**config.mk**
```make
export PLATFORM = sky130hd
export DESIGN_NAME = ext_osc_sysclk_ctrl
export DESIGN_NICKNAME = d
export VERILOG_FILES = /design/src/osc_pkg.sv /design/src/clk_switch.sv /design/src/ext_osc_sysclk_ctrl.sv /design/src/sync2.sv
export VERILOG_INCLUDE_DIRS = /design/src
export SDC_FILE = /design/constraint.sdc
export NUM_CORES = 1
export LEC_CHECK = 0
export ABC_AREA = 1
export BUFFER_PORTS_ARGS = -buffer_cell sky130_fd_sc_hd__buf_4
export CAP_MARGIN = 20
export CELL_PAD_IN_SITES_DETAIL_PLACEMENT = 0
export CELL_PAD_IN_SITES_GLOBAL_PLACEMENT = 1
export CORE_MARGIN = 2
export CORE_UTILIZATION = 39
export CTS_BUF_LIST = sky130_fd_sc_hd__clkbuf_2
export DETAILED_ROUTE_END_ITERATION = 12
export GPL_TIMING_DRIVEN = 0
export HOLD_SLACK_MARGIN = 0.15
export PLACE_DENSITY_LB_ADDON = 0.08
export SLEW_MARGIN = 40
export SYNTH_ARGS = -nofsm -noshare
export SYNTH_HDL_FRONTEND = slang
export SYNTH_SLANG_ARGS = --single-unit
export TNS_END_PERCENT = 50
```
**constraint.sdc**
```tcl
create_clock -name sys_clk -period 3.9 [get_ports sys_clk]
set_input_delay 0.39 -clock sys_clk [delete_from_list [all_inputs] [get_ports sys_clk]]
set_output_delay 0.39 -clock sys_clk [all_outputs]
set_load 0.05 [all_outputs]
```
**src/osc_consts.svh**
```systemverilog
// register map, field positions, reset values and timing counts of the oscillator control block
// Operation
// - bit 7 reads crystal-valid flag, crystal modes only
// - mode field decodes off, CMOS, RC, capacitor, crystal
// - codes 011, 111 add divide-by-two stage
// - control bit 3 reads zero, software writes zero
// - crystal mode: frequency field picks drive range
// - RC mode: frequency field picks frequency range
// - capacitor mode: frequency field picks K factor
// - hardware sets valid flag once crystal settled
// - internal source selectable right after enable
// - select bit 0: internal, 1: external clock
// - external clock stays available to timers always
// - select register unused/reserved bits read zero
// - external/8 timer clock synchronised to system clock
`ifndef OSC_CONSTS_SVH
`define OSC_CONSTS_SVH

`define ADDR_W            10
`define SYS_CLK_SEL_IDX   8'hA9
`define EXT_OSC_CTRL_IDX  8'hB1
`define IRQ_STATUS_IDX    8'hC0
`define IRQ_MASK_IDX      8'hC1

`define XVALID_BIT        7
`define MODE_HI           6
`define MODE_LO           4
`define FREQ_HI           2
`define FREQ_LO           0
`define SRC_SEL_BIT       0
`define IRQ_XVALID_BIT    0
`define IRQ_SWITCH_BIT    1

`define SYS_CLK_SEL_RST   8'h00
`define EXT_OSC_CTRL_RST  8'h00
`define IRQ_RST           2'h0

`define CLK_PERIOD_NS     10
`define XTAL_SETTLE_NS    20000
`define XTAL_SETTLE_CYC   ((`XTAL_SETTLE_NS + `CLK_PERIOD_NS - 1) / `CLK_PERIOD_NS)
`define SETTLE_W          12
`define TIMER_EXT_DIV     8

`endif

```
**src/osc_pkg.sv**
```systemverilog
// types shared by the oscillator control block
package osc_pkg;

    typedef enum logic [2:0] {
        EXT_OFF,
        EXT_CMOS,
        EXT_RC,
        EXT_CAP,
        EXT_XTAL
    } ext_kind_t;

    typedef enum logic {
        SW_RUN,
        SW_DRAIN
    } sw_state_t;

    typedef struct packed {
        logic      enable;
        ext_kind_t kind;
        logic      div2;
        logic [2:0] freq_ctrl;
    } osc_drive_t;

endpackage

```
**src/clk_switch.sv**
```systemverilog
// system clock enable selector that changes source only on a tick of the old source
`timescale 1ns/1ns
module clk_switch (
    input  wire logic clk,
    input  wire logic rst_n,
    input  wire logic int_tick,
    input  wire logic ext_tick,
    input  wire logic sel_ext,
    output logic      sys_tick,
    output logic      on_ext,
    output logic      busy,
    output logic      done
);
    osc_pkg::sw_state_t state_r;
    logic               old_tick;

    assign old_tick = on_ext ? ext_tick : int_tick;
    // the last old tick passes, the next comes from the new source at its own phase, possibly on the very next cycle
    assign sys_tick = old_tick;
    assign busy     = (state_r == osc_pkg::SW_DRAIN);

    always_ff @(posedge clk or negedge rst_n)
    begin
        if (!rst_n)
        begin
            state_r <= osc_pkg::SW_RUN;
            on_ext  <= 1'b0;
            done    <= 1'b0;
        end
        else
        begin
            done <= 1'b0;
            case (state_r)
                osc_pkg::SW_RUN:
                begin
                    if (sel_ext != on_ext)
                        state_r <= osc_pkg::SW_DRAIN;
                end
                osc_pkg::SW_DRAIN:
                begin
                    if (sel_ext == on_ext)
                        state_r <= osc_pkg::SW_RUN;
                    else if (old_tick)
                    begin
                        on_ext  <= sel_ext;
                        state_r <= osc_pkg::SW_RUN;
                        done    <= 1'b1;
                    end
                end
                default: state_r <= osc_pkg::SW_RUN;
            endcase
        end
    end
endmodule

```
**src/ext_osc_sysclk_ctrl.sv**
```systemverilog
// external oscillator mode control, crystal-valid detection and system clock source selection
//
// Local design decision: the APB register port.
`timescale 1ns/1ns
`include "osc_consts.svh"
module ext_osc_sysclk_ctrl (
    input  wire logic                sys_clk,
    input  wire logic                rst_n,
    input  wire logic                psel,
    input  wire logic                penable,
    input  wire logic                pwrite,
    input  wire logic [`ADDR_W-1:0]  paddr,
    input  wire logic [31:0]         pwdata,
    output logic      [31:0]         prdata,
    output logic                     pready,
    output logic                     pslverr,
    input  wire logic                ext_clk_pin,
    input  wire logic                xtal_amp_ok,
    input  wire logic [1:0]          internal_clock_divider,
    output osc_pkg::osc_drive_t      osc_drive,
    output logic                     sysclk_tick,
    output logic                     sysclk_is_ext,
    output logic                     ext_tick,
    output logic                     ext_div8_tick,
    output logic                     irq
);
    localparam int SETTLE = `XTAL_SETTLE_CYC;

    logic                     rst_meta_r;
    logic                     rst_sync_n;
    logic [1:0]               pin_s;
    logic                     ext_s;
    logic                     amp_s;
    logic                     sysclk_source_select;
    logic [2:0]               external_osc_mode;
    logic [2:0]               external_freq_control;
    logic [1:0]               irq_stat_r;
    logic [1:0]               irq_mask_r;
    logic [7:0]               rd_val;
    logic                     rd_err;
    logic [7:0]               prdata_r;
    logic                     err_r;
    logic                     wr_en;
    osc_pkg::ext_kind_t       kind;
    logic                     is_div2;
    logic                     ext_on;
    logic                     ext_prev_r;
    logic                     ext_rise;
    logic                     half_r;
    logic [2:0]               div8_cnt_r;
    logic [2:0]               int_cnt_r;
    logic                     int_tick;
    logic [`SETTLE_W-1:0]     settle_cnt_r;
    logic                     crystal_valid_flag;
    logic                     xvalid_nxt;
    logic                     sw_busy;
    logic                     sw_done;
    logic [1:0]               irq_set;
    logic [1:0]               irq_clr;

    function automatic logic hit(input logic [`ADDR_W-1:0] a, input logic [7:0] idx);
        return a == {idx, 2'b00};
    endfunction

    function automatic osc_pkg::ext_kind_t kind_of(input logic [2:0] m);
        osc_pkg::ext_kind_t k;
        k = osc_pkg::EXT_OFF;
        if (m[2:1] == 2'b01)
            k = osc_pkg::EXT_CMOS;
        else if (m == 3'h4)
            k = osc_pkg::EXT_RC;
        else if (m == 3'h5)
            k = osc_pkg::EXT_CAP;
        else if (m[2:1] == 2'b11)
            k = osc_pkg::EXT_XTAL;
        return k;
    endfunction

    function automatic logic [2:0] div_mask(input logic [1:0] d);
        return 3'((4'h1 << d) - 4'h1);
    endfunction

    // reset is released synchronously so all flops leave reset on the same edge
    always_ff @(posedge sys_clk or negedge rst_n)
    begin
        if (!rst_n)
        begin
            rst_meta_r <= 1'b0;
            rst_sync_n <= 1'b0;
        end
        else
        begin
            rst_meta_r <= 1'b1;
            rst_sync_n <= rst_meta_r;
        end
    end

    sync2 #(.W(2)) u_pin_sync (
        .clk   (sys_clk),
        .rst_n (rst_sync_n),
        .d     ({xtal_amp_ok, ext_clk_pin}),
        .q     (pin_s)
    );
    assign ext_s = pin_s[0];
    assign amp_s = pin_s[1];

    // bus slave: zero wait states, read data captured in the setup cycle
    assign pready  = 1'b1;
    assign wr_en   = psel & penable & pwrite;
    assign pslverr = psel & penable & err_r;
    assign prdata  = {24'h000000, prdata_r};

    always_comb
    begin
        rd_val = 8'h00;
        rd_err = 1'b0;
        if (hit(paddr, `SYS_CLK_SEL_IDX))
            rd_val = {7'h00, sysclk_source_select};
        else if (hit(paddr, `EXT_OSC_CTRL_IDX))
            rd_val = {crystal_valid_flag, external_osc_mode, 1'b0, external_freq_control};
        else if (hit(paddr, `IRQ_STATUS_IDX))
            rd_val = {6'h00, irq_stat_r};
        else if (hit(paddr, `IRQ_MASK_IDX))
            rd_val = {6'h00, irq_mask_r};
        else
            rd_err = 1'b1;
    end

    always_ff @(posedge sys_clk or negedge rst_sync_n)
    begin
        if (!rst_sync_n)
        begin
            prdata_r <= 8'h00;
            err_r    <= 1'b0;
        end
        else if (psel && !penable)
        begin
            prdata_r <= pwrite ? 8'h00 : rd_val;
            err_r    <= rd_err;
        end
    end

    // only bit 0 of the select register is stored; the rest always read back zero
    always_ff @(posedge sys_clk or negedge rst_sync_n)
    begin
        if (!rst_sync_n)
            sysclk_source_select <= 1'(`SYS_CLK_SEL_RST);
        else if (wr_en && hit(paddr, `SYS_CLK_SEL_IDX))
            sysclk_source_select <= pwdata[`SRC_SEL_BIT];
    end

    always_ff @(posedge sys_clk or negedge rst_sync_n)
    begin
        if (!rst_sync_n)
        begin
            external_osc_mode     <= 3'(`EXT_OSC_CTRL_RST >> `MODE_LO);
            external_freq_control <= 3'(`EXT_OSC_CTRL_RST);
        end
        else if (wr_en && hit(paddr, `EXT_OSC_CTRL_IDX))
        begin
            external_osc_mode     <= pwdata[`MODE_HI:`MODE_LO];
            external_freq_control <= pwdata[`FREQ_HI:`FREQ_LO];
        end
    end

    // mode decode and the analog drive settings
    assign kind    = kind_of(external_osc_mode);
    assign is_div2 = external_osc_mode[0] && (kind == osc_pkg::EXT_CMOS || kind == osc_pkg::EXT_XTAL);
    assign ext_on  = (kind != osc_pkg::EXT_OFF);

    // the frequency field means drive range, RC range or K factor depending on kind
    assign osc_drive.enable    = ext_on;
    assign osc_drive.kind      = kind;
    assign osc_drive.div2      = is_div2;
    assign osc_drive.freq_ctrl = ext_on ? external_freq_control : 3'h0;

    // external clock edges, optionally halved
    assign ext_rise = ext_on & ext_s & ~ext_prev_r;

    always_ff @(posedge sys_clk or negedge rst_sync_n)
    begin
        if (!rst_sync_n)
        begin
            ext_prev_r <= 1'b0;
            half_r     <= 1'b0;
            ext_tick   <= 1'b0;
        end
        else
        begin
            ext_prev_r <= ext_s;
            if (!is_div2)
                half_r <= 1'b0;
            else if (ext_rise)
                half_r <= ~half_r;
            ext_tick <= ext_rise & (~is_div2 | half_r);
        end
    end

    // timer clock: every eighth external tick, already aligned to sys_clk
    always_ff @(posedge sys_clk or negedge rst_sync_n)
    begin
        if (!rst_sync_n)
        begin
            div8_cnt_r    <= 3'h0;
            ext_div8_tick <= 1'b0;
        end
        else
        begin
            if (ext_tick)
                div8_cnt_r <= div8_cnt_r + 3'h1;
            ext_div8_tick <= ext_tick && (div8_cnt_r == 3'(`TIMER_EXT_DIV - 1));
        end
    end

    // internal source: sys_clk divided by two to the power of the internal divider setting, usable at once
    assign int_tick = ((int_cnt_r & div_mask(internal_clock_divider)) == 3'h0);

    always_ff @(posedge sys_clk or negedge rst_sync_n)
    begin
        if (!rst_sync_n)
            int_cnt_r <= 3'h0;
        else
            int_cnt_r <= int_cnt_r + 3'h1;
    end

    // crystal valid: amplitude must hold for the settle count in a crystal mode
    always_ff @(posedge sys_clk or negedge rst_sync_n)
    begin
        if (!rst_sync_n)
            settle_cnt_r <= '0;
        else if (kind != osc_pkg::EXT_XTAL || !amp_s)
            settle_cnt_r <= '0;
        else if (settle_cnt_r != `SETTLE_W'(SETTLE))
            settle_cnt_r <= settle_cnt_r + `SETTLE_W'(1);
    end

    assign xvalid_nxt = (kind == osc_pkg::EXT_XTAL) && amp_s && (settle_cnt_r == `SETTLE_W'(SETTLE));

    always_ff @(posedge sys_clk or negedge rst_sync_n)
    begin
        if (!rst_sync_n)
            crystal_valid_flag <= 1'b0;
        else
            crystal_valid_flag <= xvalid_nxt;
    end

    clk_switch u_switch (
        .clk      (sys_clk),
        .rst_n    (rst_sync_n),
        .int_tick (int_tick),
        .ext_tick (ext_tick),
        .sel_ext  (sysclk_source_select),
        .sys_tick (sysclk_tick),
        .on_ext   (sysclk_is_ext),
        .busy     (sw_busy),
        .done     (sw_done)
    );

    // interrupts: sticky status, write one to clear, a new event beats the clear
    assign irq_set[`IRQ_XVALID_BIT] = xvalid_nxt & ~crystal_valid_flag;
    assign irq_set[`IRQ_SWITCH_BIT] = sw_done;
    assign irq_clr = (wr_en && hit(paddr, `IRQ_STATUS_IDX)) ? pwdata[1:0] : 2'h0;

    always_ff @(posedge sys_clk or negedge rst_sync_n)
    begin
        if (!rst_sync_n)
            irq_stat_r <= `IRQ_RST;
        else
            irq_stat_r <= (irq_stat_r & ~irq_clr) | irq_set;
    end

    always_ff @(posedge sys_clk or negedge rst_sync_n)
    begin
        if (!rst_sync_n)
            irq_mask_r <= `IRQ_RST;
        else if (wr_en && hit(paddr, `IRQ_MASK_IDX))
            irq_mask_r <= pwdata[1:0];
    end

    assign irq = |(irq_stat_r & irq_mask_r);
endmodule

```
**src/sync2.sv**
```systemverilog
// two-flop synchroniser for pin inputs
`timescale 1ns/1ns
module sync2 #(
    parameter int W = 2
) (
    input  wire logic         clk,
    input  wire logic         rst_n,
    input  wire logic [W-1:0] d,
    output logic      [W-1:0] q
);
    logic [W-1:0] meta_r;

    always_ff @(posedge clk or negedge rst_n)
    begin
        if (!rst_n)
        begin
            meta_r <= '0;
            q      <= '0;
        end
        else
        begin
            meta_r <= d;
            q      <= meta_r;
        end
    end
endmodule

```
==> run summary, run 1 <==
outcome: complete, no violations
Nets: 440
Skew-Pair Late Insertion Delay: 0.44 ns
CTS tree: done
RSZ-0062 raised after global routing: no
setup TNS: 0 ns
Worst VDD drop: 205 uV
Fmax achieved: 476 MHz
dpl hpwl: 3.81 mm
Die ar.: 0.00727 mm^2
max-cap violations: 0
synth unique cells: 33
largest net degree at the start of global routing: 42
Cell Rows: 29
Reg clk slew, reported paths: 0.28 ns
PortBufs: 45
mux cell area share after synthesis: 0.874%
chip height: 85.3 um
critical path required time: 3.51 ns
Seq/Total Area, Yosys: 49.5%
final core occ: 51.0%
Post-DRT Antenna Nets: 0
period utilization: 53.8%
number of global-route vias before repair: 1,879
critical setup path kind: reg2out
post-route design area: 0.00325 mm^2
CTS Sinks: 51
crit path launch type: flip-flop
total gr overflow: 0
core area: 0.00639 mm^2
xor/xnor share of the synthesized area: 1.36%
Fill cells: 615
diodes inserted: 0
crit-path max cell delay: 0.49 ns
CP Max Fanout: 5
Crit path top cell by count: buf_4
post-CTS resize count: 0
Final Max Tran Viols: 0
area fraction of the dominant cell type after synthesis: 49.5%
H-tree levels: 2
Synth Area in Adders: 2.43%
mean area per synthesized cell: 8.65 um^2
critical-path cell list: nor2_1 > inv_1 > buf_4 > buf_4
Initial Util: 40.3%
I/O pin total: 98
Clock Root Buffer: clkbuf_2
Critical Path AT: 1.71 ns
Fin. Hold Viols: 0
total routed wirelength: 4.91 mm
clock skew: 0.0289 ns
Routed WL per cell: 10.6 um
Ys Warns: 0
initial antenna violation count: 0
critical path's top delay family: flip-flops
CP endpoint kind: output port
Synth Area in Compound Gates: 8.40%
crit path time final: 2.10 ns
DR pass1 iterations: 4
GRT Util Overall: 14.4%
Die X: 85.3 um
Synth Cell Area: 0.00258 mm^2
Routability Congestion: 0.763
Hold Path Class: reg2async
DRC viols: 0
first-pass GRT wire length: 8.40 mm
Synth area leader: dfrtp_1
largest family of logic cells by synthesized area: simple AND/OR/NAND/NOR gates
final setup violating endpoints: 0
vias per inst: 4.34
Critical-path top delay cell: dfrtp_1
post-synthesis instance total: 298
Synth Register Bits: 51
static leakage power: 1.73 nW
Initial DRC Count: 35
cts bufs inserted: 5
Layout area overhead: 26.3%
layout cells sized above 1: 27.3%
Synth area leaders: dfrtp_1 50%, buf_4 8.2%, nand2_1 7.6%
Buf/Inv on CP: 3
clock buffer depth: 2
simple logic cell fraction of the synthesized area: 22.5%
overall via count from detail_route: 2,007
Power Dens Cells: 311 mW/mm^2
placed instance area: 0.00313 mm^2
## path summary, 6_finish.rpt
check | cells after the start | to | startpoint | slack [ns]
max in group asynchronous | 3 | rst_sync_n | rst_n | 3.04
min in group sys_clk | 3 | external_freq_control[1] | pwdata[1] | 0.25
setup / recovery | 4 | osc_drive[7] | external_osc_mode[1] | 1.80
hold reg to reg | 0 | settle_cnt_r[3] | rst_sync_n | 0.16
hold / removal | 0 | settle_cnt_r[3] | rst_sync_n | 0.16
setup reg to reg | 6 | settle_cnt_r[1] | settle_cnt_r[0] | 2.35
## placed cells by master, fill, tap and decap left out, types with 2 or more instances in the layout
cell	n
buf_4	73
nor4_1	2
nand2_2	5
xor2_1	3
inv_1	39
nor3_1	12
nand4_1	2
conb_1	27
dlygate4sd3_1	8
dfrtp_1	50
o21ai_0	15
a21oi_2	3
ha_1	5
nor2_1	24
mux2_2	2
a21oi_1	14
clkbuf_2	6
nor2_2	4
nand3b_1	3
o21ai_2	2
nand3_1	16
o31ai_1	2
nand2_1	52
## report_power, final
group | switching [W] | internal (W)
logic | 0.000130 | 0.0000815
clock network | 0.000173 | 0.0000492
registers | 0.0000197 | 0.000559
## synth_stat cells, drive strengths merged
cell type / n
nand2: 57
dfrtp: 51
inv: 40
buf: 29
nor2: 29
o21ai: 18
a21oi: 17
nand3: 16
nor3: 12
ha: 5
nand3b: 3
xor2: 3
conb: 2
mux2: 2
nand4: 2
nor3b: 2
nor4: 2
o31ai: 2
a21o: 1
and2: 1
and3: 1
clkinv: 1
or2: 1
xnor2: 1
## registers in the layout (all words and copies together) (netlist names), 2 cells and up
signal	flops
div8_cnt_r	3
external_freq_control	3
external_osc_mode	3
int_cnt_r	3
irq_mask_r	2
irq_stat_r	2
prdata_r	7
settle_cnt_r	12
u_pin_sync.meta_r	2
u_pin_sync.q	2
## repair_timing
action,in CTS,in global routing
endpoints found under the setup margin,0,0
hold buffers,7,1
setup buffers,0,0
endpoints found under the hold margin,8,1
## worst register-to-register path: cells and delay by family, from the launching register on
kind                     cells  cell delay [ns]
adder cells (fa/ha/maj)      1             0.20
buffers and inverters        1             0.11
AO/OA/AOI/OAI                1             0.22
flip-flops                   1             0.49
AND/OR/NAND/NOR              3             0.46
## cell type report
class	instances	area, um^2	area share (%)
clock buffers	6	30.0	0.923
repair buffers	54	438	13.5
clock inverters	2	16.3	0.500
multi-input cells	202	1020	31.3
plain buffers	29	221	6.81
well taps	77	96.3	2.96
flip-flops and latches	51	1280	39.3
inverters	41	155	4.77
## logic make-up (layout without fill, tap and decap cells)
logic type	count (synthesis)	in the layout
buffers and inverters	70	132
adder cells (fa/ha/maj)	5	5
AO/OA/AOI/OAI	38	38
AND/OR/NAND/NOR	126	126
other	2	27
flip-flops	51	51
XOR/XNOR	4	4
multiplexers	2	2
## routing by layer
layer | wire, um | GRT usage (%) | vias to the layer above
li1 | - | - | 1065
met1 | 2260 | 18.3 | 892
met2 | 2370 | 24.1 | 48
met3 | 250 | 3.70 | 2
met4 | 29 | 4.33 | 0
met5 | 0 | 0 | -
## metrics by stage
stage               hold slack [ns]  cells  power (W)  setup slack (ns)
floorplan                    0.0944    323   0.000744              1.99
finish                        0.156    462    0.00101              1.80
CTS                           0.163    461    0.00103              1.74
global route                  0.178    462    0.00108              1.65
detailed placement            0.148    446   0.000796              2.33
global placement              0.173    445   0.000788              1.80
Power figures use the tool's default switching activity.
==> run 2, diff against run 1 <==
- CORE_UTILIZATION: 39 -> 36
- clock period: 3.9 -> 2.2 ns (I/O delays scaled with it)
==> run summary, run 2 (synthesis results as in run 1) <==
Nets: 443
crit path launch type: flip-flop
Sequential Area: 0.00128 mm^2
max reg flops: 12
clock buffer depth: 2
most common cell after layout, fill and taps aside: buf_4
Fmax achieved: 566 MHz
critical-path cell list: nor2_1 > inv_1 > buf_4 > buf_4
I/O pin total: 98
total routed wirelength: 5.23 mm
diodes inserted: 0
Worst VDD drop: 341 uV
Hold Path Class: in2reg
Critical Path AT: 1.55 ns
biggest regs: settle_cnt_r: 12 flops, prdata_r: 7 flops
Cell Rows: 30
Final Max Tran Viols: 0
setup TNS: 0 ns
area of the multi-input gates: 0.00102 mm^2
chip height: 88.6 um
clock skew: 0.0199 ns
crit-path max cell delay: 0.47 ns
worst slack, placed: 0.752 ns
CP Max Fanout: 5
DR pass1 iterations: 4
final setup violating endpoints: 0
Buf/Inv on CP: 3
post-route worst setup slack: 0.433 ns
DRC viols: 0
max-cap violations: 0
CP endpoint kind: output port
critical setup path kind: reg2out
Power Dens Cells: 535 mW/mm^2
Critical-path top delay cell: dfrtp_1
static leakage power: 1.75 nW
overall via count from detail_route: 2,057
leading cell types in the layout, fill and taps excluded: 73 x buf_4, 52 x nand2_1, 50 x dfrtp_1, 39 x inv_1, 27 x conb_1
Initial DRC Count: 87
placed instance area: 0.00315 mm^2
GRT Util Overall: 14.1%
RSZ-0062 raised after global routing: no
Layout area overhead: 28.1%
vias per inst: 4.25
total gr overflow: 0
Fill cells: 706
Skew-Pair Late Insertion Delay: 0.42 ns
dpl hpwl: 4.03 mm
core area: 0.00687 mm^2
Setup Fix Bufs, Post-CTS: 0
Die ar.: 0.00785 mm^2
Fin. Hold Viols: 0
layout cells sized above 1: 26.8%
number of global-route vias before repair: 1,861
CTS tree: done
total power: 0.00177 W
Die X: 88.6 um
first-pass GRT wire length: 8.54 mm
Post-DRT Antenna Nets: 0
Initial Util: 37.5%
crit path time final: 1.77 ns
critical path required time: 1.98 ns
cts bufs inserted: 5
Reg clk slew, reported paths: 0.25 ns
Most flops, register: settle_cnt_r
Crit path top cell by count: buf_4
Routed WL per cell: 10.8 um
post-route design area: 0.00330 mm^2
largest net degree at the start of global routing: 27
outcome: complete, no violations
Routability Congestion: 0.764
Clock Root Buffer: clkbuf_2
Fin Hold WS: 0.181 ns
CTS Sinks: 51
post-CTS resize count: 0
initial antenna violation count: 0
period utilization: 80.3%
critical path's top delay family: flip-flops
PortBufs: 45
H-tree levels: 2
run 2: cell count changes in the layout (fill, tap and decap cells not counted):
| cell | previous run | this run |
|---|---|---|
| clkinv_1 | 0 | 1 |
| inv_6 | 1 | 0 |
| dlygate4sd3_1 | 8 | 11 |
| clkinv_2 | 1 | 2 |
| clkinvlp_4 | 1 | 0 |
run 2: power breakdown:
part	internal [W]	total, W	switching, W
clock	0.0000782	0.000358	0.000280
combinational	0.000149	0.000378	0.000229
sequential	0.000991	0.00103	0.0000416
total	0.00122	0.00177	0.000550
run 2: cell type report:
type	instances	area share (%)
tap	96	3.64
timing repair buffer	57	14.2
buffer	29	6.71
inverter	41	4.70
multi-input combinational	202	30.8
clock buffer	6	0.910
sequential	51	38.8
clock inverter	2	0.265
run 2: what timing repair did:
item                                   in CTS  in global routing
endpoints found under the hold margin      15                  0
setup endpoints to repair                   0                  0
hold buffers                               11                  0
run 2: final timing paths:
check / startpoint / end / slack, ns / cells after the start
worst max-delay path: external_osc_mode[1] / osc_drive[7] / 0.43 / 4
worst min-delay path: psel / prdata_r[1] / 0.18 / 4
worst max register to register: settle_cnt_r[0] / irq_stat_r[0] / 0.68 / 6
worst min register to register: rst_sync_n / settle_cnt_r[4] / 0.25 / 0
max in group asynchronous: rst_n / rst_sync_n / 1.45 / 3
min in group asynchronous: rst_sync_n / settle_cnt_r[4] / 0.25 / 0
run 2: layer usage:
layer	up-vias	global-route usage, %	share of wire [%]
met4	0	4.41	1.2
met3	6	3.73	6.9
met1	920	20.0	49
met5	-	0	0
li1	1067	-	-
met2	64	21.1	43
run 2: worst reg2reg max path, delay by kind of cell (launching register included):
kind | cells | cell delay, ns
AOI/OAI and AO/OA | 1 | 0.22
adders and majority gates | 1 | 0.20
buffers and inverters | 1 | 0.11
DFF | 1 | 0.47
and+or+nand+nor | 3 | 0.45
run 2: stage by stage:
step	utilization [%]	cells
final	48.1	484
after global routing	48.1	484
after CTS	48.1	484
after detailed placement	45.9	465
after global placement	45.5	464
after floorplan	-	323
